===== src/hdl/bfs_consts.vh =====
/*
  Constants of the breaker failure supervision block: register offsets,
  field positions, reset values, codes and timing figures.
  Assumes inclusion by bare name from the design file.
*/
`ifndef BFS_CONSTS_VH
`define BFS_CONSTS_VH

// Register byte offsets
`define BFS_OFS_CTRL 8'h00
`define BFS_OFS_STAT 8'h04
`define BFS_OFS_ACK 8'h08
`define BFS_OFS_SET0 8'h10
`define BFS_SET_STRIDE 8'h08
`define BFS_OFS_SET_END 8'h30

// Control field positions
`define BFS_CTRL_SCHEME_LSB 0
`define BFS_CTRL_TRIG_LSB 2
`define BFS_CTRL_SET_LSB 4
`define BFS_CTRL_RELAY_BIT 6
`define BFS_CTRL_COMM_BIT 7
`define BFS_CTRL_RESET 8'h49

// Status field positions
`define BFS_STAT_STATE_LSB 0
`define BFS_STAT_TRIP_BIT 2
`define BFS_STAT_LOCK_BIT 3
`define BFS_STAT_OPEN_BIT 4
`define BFS_STAT_TRIG_BIT 5
`define BFS_ACK_BIT 0

// Scheme codes
`define BFS_SCH_CURRENT 2'h0
`define BFS_SCH_POSITION 2'h1
`define BFS_SCH_COMBINED 2'h2

// Trigger mode codes
`define BFS_TRG_NONE 2'h0
`define BFS_TRG_EXTERNAL 2'h1
`define BFS_TRG_CURRENT 2'h2

// Parameter set reset values
`define BFS_THRESH_RESET 16'h0100
`define BFS_TIME_RESET 16'h0096

// Timing: supervision time unit and clock period
`define BFS_TICK_NS 1000000
`define BFS_CLK_NS 50

// Bus answers
`define BFS_RESP_OKAY 2'h0
`define BFS_RESP_SLVERR 2'h2

`endif


===== src/hdl/bfs_breaker_failure_monitor.v =====
/*
  Breaker failure monitor: trip triggers start a supervision timer; if the
  breaker is not seen to open in time it raises a backup trip and a
  latched lock. Registers over AXI4-Lite.
  Assumes trigger sources and current magnitude come from logic on aclk;
  the breaker position input is an asynchronous pin.
*/
// Added by the designer: the register offsets and register access over AXI4-Lite.
// Operation
// - Offer current, position and combined supervision schemes.
// - Start the supervision timer when an active trigger arrives.
// - Current scheme fails if current stays above threshold until expiry.
// - Position scheme fails if position never reports open before expiry.
// - Combined scheme fails only if current high and position not open.
// - Timer keeps running even when the trigger drops.
// - Timer expiry without opening asserts the breaker failure trip.
// - Stop the timer as soon as opening is detected per scheme.
// - Go to rejected when opening is detected while triggers remain.
// - Stay rejected, no restart, until the trigger drops.
// - Return from rejected to standby once all triggers are gone.
// - Assert the lock in the same cycle as the failure trip.
// - Lock stays latched until an operator acknowledgement clears it.
// - External-trip mode: assigned external trips start the block.
// - Current-trip mode: assigned current trips start the block.
// - No-assignment mode: only the extra trigger inputs start it.
// - Three extra trigger inputs start supervision regardless of assignment.
// - Threshold and time come from the active one of four sets.
// - Failure trip routable to output relay or communication path.
`timescale 1ns/10ps
`include "bfs_consts.vh"

module bfs_breaker_failure_monitor #(
  parameter CUR_W = 16,
  parameter TIME_W = 16,
  parameter TICK_CYCLES = `BFS_TICK_NS / `BFS_CLK_NS
) (
  // Clock and reset
  input wire aclk,
  input wire aresetn,
  // AXI4-Lite write address
  input wire [7:0] s_axi_awaddr,
  input wire s_axi_awvalid,
  output wire s_axi_awready,
  // AXI4-Lite write data
  input wire [31:0] s_axi_wdata,
  input wire [3:0] s_axi_wstrb,
  input wire s_axi_wvalid,
  output wire s_axi_wready,
  // AXI4-Lite write response
  output reg [1:0] s_axi_bresp,
  output reg s_axi_bvalid,
  input wire s_axi_bready,
  // AXI4-Lite read address
  input wire [7:0] s_axi_araddr,
  input wire s_axi_arvalid,
  output wire s_axi_arready,
  // AXI4-Lite read data
  output reg [31:0] s_axi_rdata,
  output reg [1:0] s_axi_rresp,
  output reg s_axi_rvalid,
  input wire s_axi_rready,
  // Trigger sources
  input wire external_trip_assigned,
  input wire current_trip_assigned,
  input wire extra_trigger_input_a,
  input wire extra_trigger_input_b,
  input wire extra_trigger_input_c,
  // Breaker measurement and position
  input wire [CUR_W-1:0] measured_current,
  input wire breaker_open_pin,
  // Front panel acknowledgement
  input wire panel_ack,
  // Outputs
  output reg failure_trip_q,
  output reg lock_q,
  output wire backup_trip_relay,
  output wire backup_trip_comm,
  output wire [1:0] monitor_state
);

  localparam ST_STANDBY = 2'h0;
  localparam ST_RUNNING = 2'h1;
  localparam ST_REJECTED = 2'h2;
  localparam ST_TRIPPED = 2'h3;
  localparam integer TICK_M1 = TICK_CYCLES - 1;
  localparam [14:0] TICK_LAST = TICK_M1[14:0];
  // Opening decision per scheme
  function opening_seen;
    input [1:0] scheme;
    input cur_low;
    input pos_open;
    begin
      case (scheme)
        `BFS_SCH_CURRENT: opening_seen = cur_low;
        `BFS_SCH_POSITION: opening_seen = pos_open;
        `BFS_SCH_COMBINED: opening_seen = cur_low | pos_open;
        default: opening_seen = cur_low;
      endcase
    end
  endfunction
  // Word address decode of parameter sets
  function [2:0] set_slot;
    input [7:0] addr;
    begin
      set_slot = addr[5:3] - 3'h2;
    end
  endfunction
  function in_sets;
    input [7:0] addr;
    begin
      in_sets = (addr >= `BFS_OFS_SET0) && (addr < `BFS_OFS_SET_END);
    end
  endfunction
  reg [7:0] ctrl_q;
  reg [CUR_W-1:0] thresh_q [0:3];
  reg [TIME_W-1:0] time_q [0:3];
  reg [1:0] state_q;
  reg [1:0] state_d;
  reg [TIME_W-1:0] elapsed_q;
  reg [14:0] tick_cnt_q;
  reg tick_q;
  reg pos_meta_q;
  reg pos_sync_q;
  reg aw_held_q;
  reg w_held_q;
  reg [7:0] aw_addr_q;
  reg [31:0] w_data_q;
  reg [3:0] w_strb_q;
  reg ack_wr_q;
  integer i;
  wire [1:0] scheme = ctrl_q[`BFS_CTRL_SCHEME_LSB +: 2];
  wire [1:0] trig_mode = ctrl_q[`BFS_CTRL_TRIG_LSB +: 2];
  wire [1:0] set_sel = ctrl_q[`BFS_CTRL_SET_LSB +: 2];
  wire [CUR_W-1:0] act_thresh = thresh_q[set_sel];
  wire [TIME_W-1:0] act_time = time_q[set_sel];
  wire cur_low = measured_current < act_thresh;
  wire opening = opening_seen(scheme, cur_low, pos_sync_q);
  wire expired = elapsed_q >= act_time;
  reg mode_src;
  wire trigger;

  // Trigger mode selection
  always @* begin
    case (trig_mode)
      `BFS_TRG_EXTERNAL: mode_src = external_trip_assigned;
      `BFS_TRG_CURRENT: mode_src = current_trip_assigned;
      `BFS_TRG_NONE: mode_src = 1'b0;
      default: mode_src = 1'b0;
    endcase
  end

  assign trigger = mode_src | extra_trigger_input_a |
    extra_trigger_input_b | extra_trigger_input_c;

  // Position pin synchroniser
  always @(posedge aclk) begin
    if (!aresetn) begin
      pos_meta_q <= 1'b0;
      pos_sync_q <= 1'b0;
    end else begin
      pos_meta_q <= breaker_open_pin;
      pos_sync_q <= pos_meta_q;
    end
  end
  // Supervision time unit enable
  always @(posedge aclk) begin
    if (!aresetn || state_q != ST_RUNNING) begin
      tick_cnt_q <= 15'h0000;
      tick_q <= 1'b0;
    end else if (tick_cnt_q == TICK_LAST) begin
      tick_cnt_q <= 15'h0000;
      tick_q <= 1'b1;
    end else begin
      tick_cnt_q <= tick_cnt_q + 15'h0001;
      tick_q <= 1'b0;
    end
  end
  // Supervision state machine
  always @* begin
    state_d = state_q;
    case (state_q)
      ST_STANDBY: begin
        if (trigger) begin
          state_d = ST_RUNNING;
        end
      end
      ST_RUNNING: begin
        if (opening) begin
          if (trigger) begin
            state_d = ST_REJECTED;
          end else begin
            state_d = ST_STANDBY;
          end
        end else if (expired) begin
          state_d = ST_TRIPPED;
        end
      end
      ST_REJECTED: begin
        if (!trigger) begin
          state_d = ST_STANDBY;
        end
      end
      ST_TRIPPED: begin
        if (!trigger) begin
          state_d = ST_STANDBY;
        end
      end
      default: state_d = ST_STANDBY;
    endcase
  end

  always @(posedge aclk) begin
    if (!aresetn) begin
      state_q <= ST_STANDBY;
      elapsed_q <= {TIME_W{1'b0}};
      failure_trip_q <= 1'b0;
    end else begin
      state_q <= state_d;
      if (state_q != ST_RUNNING) begin
        elapsed_q <= {TIME_W{1'b0}};
      end else if (tick_q) begin
        elapsed_q <= elapsed_q + 1'b1;
      end
      failure_trip_q <= (state_d == ST_TRIPPED);
    end
  end

  // Lock latch, set wins over acknowledgement
  wire lock_clear = panel_ack | ack_wr_q;
  always @(posedge aclk) begin
    if (!aresetn) begin
      lock_q <= 1'b0;
    end else if (state_d == ST_TRIPPED && state_q == ST_RUNNING) begin
      lock_q <= 1'b1;
    end else if (lock_clear) begin
      lock_q <= 1'b0;
    end
  end

  assign backup_trip_relay = failure_trip_q & ctrl_q[`BFS_CTRL_RELAY_BIT];
  assign backup_trip_comm = failure_trip_q & ctrl_q[`BFS_CTRL_COMM_BIT];
  assign monitor_state = state_q;

  // Write channel capture
  assign s_axi_awready = !aw_held_q && !s_axi_bvalid;
  assign s_axi_wready = !w_held_q && !s_axi_bvalid;

  wire wr_go = aw_held_q && w_held_q && !s_axi_bvalid;
  wire wr_set = in_sets(aw_addr_q);
  wire [2:0] wr_slot = set_slot(aw_addr_q);
  wire wr_ok = (aw_addr_q == `BFS_OFS_CTRL) || (aw_addr_q == `BFS_OFS_STAT) ||
    (aw_addr_q == `BFS_OFS_ACK) || (wr_set && aw_addr_q[1:0] == 2'h0);

  always @(posedge aclk) begin
    if (!aresetn) begin
      aw_held_q <= 1'b0;
      w_held_q <= 1'b0;
      aw_addr_q <= 8'h00;
      w_data_q <= 32'h0000_0000;
      w_strb_q <= 4'h0;
      s_axi_bvalid <= 1'b0;
      s_axi_bresp <= `BFS_RESP_OKAY;
    end else begin
      if (s_axi_awvalid && s_axi_awready) begin
        aw_held_q <= 1'b1;
        aw_addr_q <= s_axi_awaddr;
      end
      if (s_axi_wvalid && s_axi_wready) begin
        w_held_q <= 1'b1;
        w_data_q <= s_axi_wdata;
        w_strb_q <= s_axi_wstrb;
      end
      if (wr_go) begin
        aw_held_q <= 1'b0;
        w_held_q <= 1'b0;
        s_axi_bvalid <= 1'b1;
        s_axi_bresp <= wr_ok ? `BFS_RESP_OKAY : `BFS_RESP_SLVERR;
      end else if (s_axi_bvalid && s_axi_bready) begin
        s_axi_bvalid <= 1'b0;
      end
    end
  end

  // Register writes
  always @(posedge aclk) begin
    if (!aresetn) begin
      ctrl_q <= `BFS_CTRL_RESET;
      ack_wr_q <= 1'b0;
      for (i = 0; i < 4; i = i + 1) begin
        thresh_q[i] <= `BFS_THRESH_RESET;
        time_q[i] <= `BFS_TIME_RESET;
      end
    end else begin
      ack_wr_q <= 1'b0;
      if (wr_go && wr_ok) begin
        if (aw_addr_q == `BFS_OFS_CTRL && w_strb_q[0]) begin
          ctrl_q <= w_data_q[7:0];
        end
        if (aw_addr_q == `BFS_OFS_ACK && w_strb_q[0]) begin
          ack_wr_q <= w_data_q[`BFS_ACK_BIT];
        end
        if (wr_set && !aw_addr_q[2]) begin
          if (w_strb_q[0]) begin
            thresh_q[wr_slot[1:0]][7:0] <= w_data_q[7:0];
          end
          if (w_strb_q[1]) begin
            thresh_q[wr_slot[1:0]][CUR_W-1:8] <= w_data_q[CUR_W-1:8];
          end
        end
        if (wr_set && aw_addr_q[2]) begin
          if (w_strb_q[0]) begin
            time_q[wr_slot[1:0]][7:0] <= w_data_q[7:0];
          end
          if (w_strb_q[1]) begin
            time_q[wr_slot[1:0]][TIME_W-1:8] <= w_data_q[TIME_W-1:8];
          end
        end
      end
    end
  end

  // Read channel
  assign s_axi_arready = !s_axi_rvalid;

  reg [31:0] rd_word;
  reg rd_ok;
  wire [2:0] rd_slot = set_slot(s_axi_araddr);

  always @* begin
    rd_word = 32'h0000_0000;
    rd_ok = 1'b1;
    if (s_axi_araddr == `BFS_OFS_CTRL) begin
      rd_word[7:0] = ctrl_q;
    end else if (s_axi_araddr == `BFS_OFS_STAT) begin
      rd_word[`BFS_STAT_STATE_LSB +: 2] = state_q;
      rd_word[`BFS_STAT_TRIP_BIT] = failure_trip_q;
      rd_word[`BFS_STAT_LOCK_BIT] = lock_q;
      rd_word[`BFS_STAT_OPEN_BIT] = opening;
      rd_word[`BFS_STAT_TRIG_BIT] = trigger;
    end else if (s_axi_araddr == `BFS_OFS_ACK) begin
      rd_word = 32'h0000_0000;
    end else if (in_sets(s_axi_araddr) && s_axi_araddr[1:0] == 2'h0) begin
      if (s_axi_araddr[2]) begin
        rd_word[TIME_W-1:0] = time_q[rd_slot[1:0]];
      end else begin
        rd_word[CUR_W-1:0] = thresh_q[rd_slot[1:0]];
      end
    end else begin
      rd_ok = 1'b0;
    end
  end

  always @(posedge aclk) begin
    if (!aresetn) begin
      s_axi_rvalid <= 1'b0;
      s_axi_rdata <= 32'h0000_0000;
      s_axi_rresp <= `BFS_RESP_OKAY;
    end else if (s_axi_arvalid && s_axi_arready) begin
      s_axi_rvalid <= 1'b1;
      s_axi_rdata <= rd_word;
      s_axi_rresp <= rd_ok ? `BFS_RESP_OKAY : `BFS_RESP_SLVERR;
    end else if (s_axi_rvalid && s_axi_rready) begin
      s_axi_rvalid <= 1'b0;
    end
  end

endmodule


===== config.mk =====
export PLATFORM = sky130hd
export DESIGN_NAME = bfs_breaker_failure_monitor
export DESIGN_NICKNAME = d
export VERILOG_FILES = /design/src/hdl/bfs_breaker_failure_monitor.v
export VERILOG_INCLUDE_DIRS = /design/src /design/src/hdl
export SDC_FILE = /design/constraint.sdc
export NUM_CORES = 1
export LEC_CHECK = 0
export BUFFER_PORTS_ARGS = -buffer_cell sky130_fd_sc_hd__buf_4
export CAP_MARGIN = 5
export CORE_MARGIN = 3
export CORE_UTILIZATION = 40
export DETAILED_ROUTE_END_ITERATION = 6
export MAX_ROUTING_LAYER = met4
export PLACE_DENSITY = 0.54
export SETUP_SLACK_MARGIN = 0.3
export SYNTH_ARGS = -nofsm -noshare
export SYNTH_HDL_FRONTEND = slang
export SYNTH_SLANG_ARGS = --single-unit

===== constraint.sdc =====
create_clock -name aclk -period 7 [get_ports aclk]
set_input_delay 0.35 -clock aclk [delete_from_list [all_inputs] [get_ports aclk]]
set_output_delay 0.35 -clock aclk [all_outputs]
set_load 0.05 [all_outputs]

==> results.toml <==
[pwr]
p_total_uw = 3150
peakVddDrop_mv = 0.143
power.leakage_uw = 0.00521
power_density_nw_per_um2 = 238

[clock_tree]
cts_resized = 0
clkSlewWorstSetupHoldPaths_ns = 0.06
cts_buffers = 27
h-tree-depth = 1
post_cts_buffers = 0
cts.sinks = 225
insertion_delay_ns = 0.52
ctsHoldBuffers = 0
ctsLongestPathBuffers = 3
cts_tree = "built"
root_buffer = "clkbuf_16"

[sta]
finalSetupViolCount = 0
setup_tns_ns = 0
worst_slack_ns = 3.54
fmax_ghz = 0.289
worst_pin_slew_ns = 1.01
final.period_utilization = 0.495
hold_ws_ns = 0.0353
rsz0062_at_grt = "false"
hold_violations = 0
drv_slew = 0
min_period_ns = 3.46
slew_headroom = 0.325
skew_ns = 0.0114

[worst_hold_path]
min_to = "pos_meta_q$_SDFF_PN0_"
worstHoldStart = "breaker_open_pin"
hp-class = "in2reg"
min_path_cells = 2

[global_route]
grtUsageMet2 = 0.289
grt_first_pass_wirelength_um = 44300
overflow = 0
grt_max_degree = 48
antenna_found_initial = 0
grt_use_met1 = 0.270
top_usage_layer = "met2"
grtUsageMet3 = 0.0332
track_usage = 0.192
grt_pass1_vias = 7704

[detailed_routing]
antenna_left = 0
drc = 0
vias = 7803
firstDrtPassIters = 5
dr.first_iter.drc_count = 686
vias_per_cell = 5.26
wl_um = 28500
wl_per_cell_um = 19.2

[setup_path]
critPathLaunchType = "flip-flop"
critical_path.slowest_cell = "mux4_2"
arrival_ns = 3.88
cp_num_buf_inv = 2
slowest_delay_ns = 0.62
r2r-end = "lock_q$_SDFFE_PN0P_"
reg2reg_depth = 10
crit_type = "reg2reg"
r2r_slack_ns = 3.54
crit_path_frequent_cell = "a211oi_1"
cpLargestDelayFamily = "compound AO/OA/AOI/OAI gates"
path_max_fanout = 33
cp_cell_sequence = "buf_4 -> mux4_2 -> inv_1 -> ha_1 -> a211oi_1 -> o21bai_1 -> a211o_1 -> a21oi_1 -> a211oi_1 -> a31o_2"
endpoint_kind = "flip-flop"
cp.required_ns = 7.41

[place]
place_inst = 1434
dp_hpwl_um = 19900
gp_congestion = 0.758
dp_slack_ns = 3.53
io_buffers = 92

[yosys]
synthArstFlopShare = 0
synthCells = 1008
synth_cell_types = 63
seq_area_frac_synth = 0.508
avgSynthCellArea_um2 = 11.3
ys.warnings.count = 0
synth_flop_cell = "edfxtp_1"
syn-cell-area_um2 = 11400
synth_edf_count = 128
ys_seq_elements = 225

[floorplanning]
die_w_um = 175
rows = 61
die_h_um = 175
io_pins = 129
start_util = 0.408
die_area_um2 = 30600
coreArea_um2 = 27900

[run]
drv_cap = 0

[cells_and_area]
stdcell_count = 1483
nNetsFinal = 1204
multi_input_area_um2 = 5060
seq_area_um2 = 5790
drive_above_1_share = 0.210
fillers = 2628
diodes = 0
area_growth_pct = 16.2

[status]
outcome = "completed"
-- worst max-delay path by stage --
stage                     startpoint                   to  cells after the start
after floorplan            flip-flop  lock_q$_SDFFE_PN0P_                     11
after global placement     flip-flop  lock_q$_SDFFE_PN0P_                     10
after detailed placement   flip-flop  lock_q$_SDFFE_PN0P_                     10
after CTS                  flip-flop  lock_q$_SDFFE_PN0P_                     10
after global routing       flip-flop  lock_q$_SDFFE_PN0P_                     10
final                      flip-flop  lock_q$_SDFFE_PN0P_                     10
-- power by group --
part	switching [µW]	leakage [µW]	internal [µW]
logic	162	0.00270	101
registers	36.5	0.00204	1430
clock network	531	0.000464	882
total	729	0.00521	2420
-- placed cells by master, fill, tap and decap left out, drive strengths merged, types with 3 or more instances in the layout --
cell / n
nor2: 134
nand2: 132
edfxtp: 128
buf: 98
dfxtp: 97
inv: 71
mux4: 63
clkbuf: 40
ha: 37
mux2i: 36
nand3: 24
nor2b: 22
a21boi: 21
xor2: 21
o21ai: 21
conb: 18
nand4: 15
and2: 15
a21oi: 14
o211a: 9
nor3: 8
xnor2: 7
clkinv: 7
nand2b: 5
o221ai: 5
or2: 5
and3: 5
or3: 4
a22oi: 4
a21o: 4
nand3b: 3
a211o: 3
or4: 3
-- routing by layer --
layer	vias up	wire [µm]
met3	46	1720
li1	3704	-
met4	0	740
met5	-	0
met2	250	12700
met1	3803	13300
-- cell usage after synthesis, drive strengths merged (3+ instances only) --
master / number / area share
inv: 71 / 0.023
dfxtp: 97 / 0.17
mux2i: 36 / 0.032
a211o: 3 / 0.0023
o21ai: 21 / 0.0092
or2: 5 / 0.0027
mux4: 63 / 0.12
xnor2: 7 / 0.0054
o211a: 9 / 0.0079
a21o: 4 / 0.0026
o221ai: 5 / 0.0038
nand3: 24 / 0.014
clkbuf: 30 / 0.010
nand4: 15 / 0.0082
nor2b: 22 / 0.012
and2: 15 / 0.0082
edfxtp: 128 / 0.34
xor2: 21 / 0.016
nand2: 132 / 0.045
a21oi: 14 / 0.0061
nand2b: 5 / 0.0027
and3: 5 / 0.0029
ha: 37 / 0.041
nor3: 8 / 0.0040
or3: 4 / 0.0022
nor2: 134 / 0.045
a21boi: 21 / 0.014
nand3b: 3 / 0.0020
or4: 3 / 0.0026
a22oi: 4 / 0.0026
buf: 37 / 0.021
-- registers in the layout, indices dropped and copies added (netlist names), 2 cells and up, named ones only --
signal	cells
w_strb_q	2
elapsed_q	16
monitor_state	2
time_q	64
thresh_q	64
tick_cnt_q	15
ctrl_q	8
s_axi_rdata	16
aw_addr_q	8
w_data_q	16
-- metrics by stage --
step | util | instance area, µm²
6_report | 0.474 | 13200
5_1_grt | 0.474 | 13200
3_3_place_gp | 0.441 | 12300
3_5_place_dp | 0.441 | 12300
2_1_floorplan | - | 11500
4_1_cts | 0.474 | 13200
-- final cells by class --
cell class / count / area share
multi-input combinational: 662 / 0.382
tap: 378 / 0.0357
clock inverter: 9 / 0.00718
inverter: 71 / 0.0201
sequential: 225 / 0.437
timing repair buffer: 98 / 0.0556
clock buffer: 40 / 0.0622
-- logic make-up after synthesis --
family | synth area share
AOI/OAI and AO/OA | 0.0603
xor gates and xnor gates | 0.0215
adders and majority gates | 0.0406
buffers and inverters | 0.0539
DFF | 0.508
muxes | 0.157
other | 0.000329
and+or+nand+nor | 0.159
No activity file was read; power rests on OpenSTA's default activity.
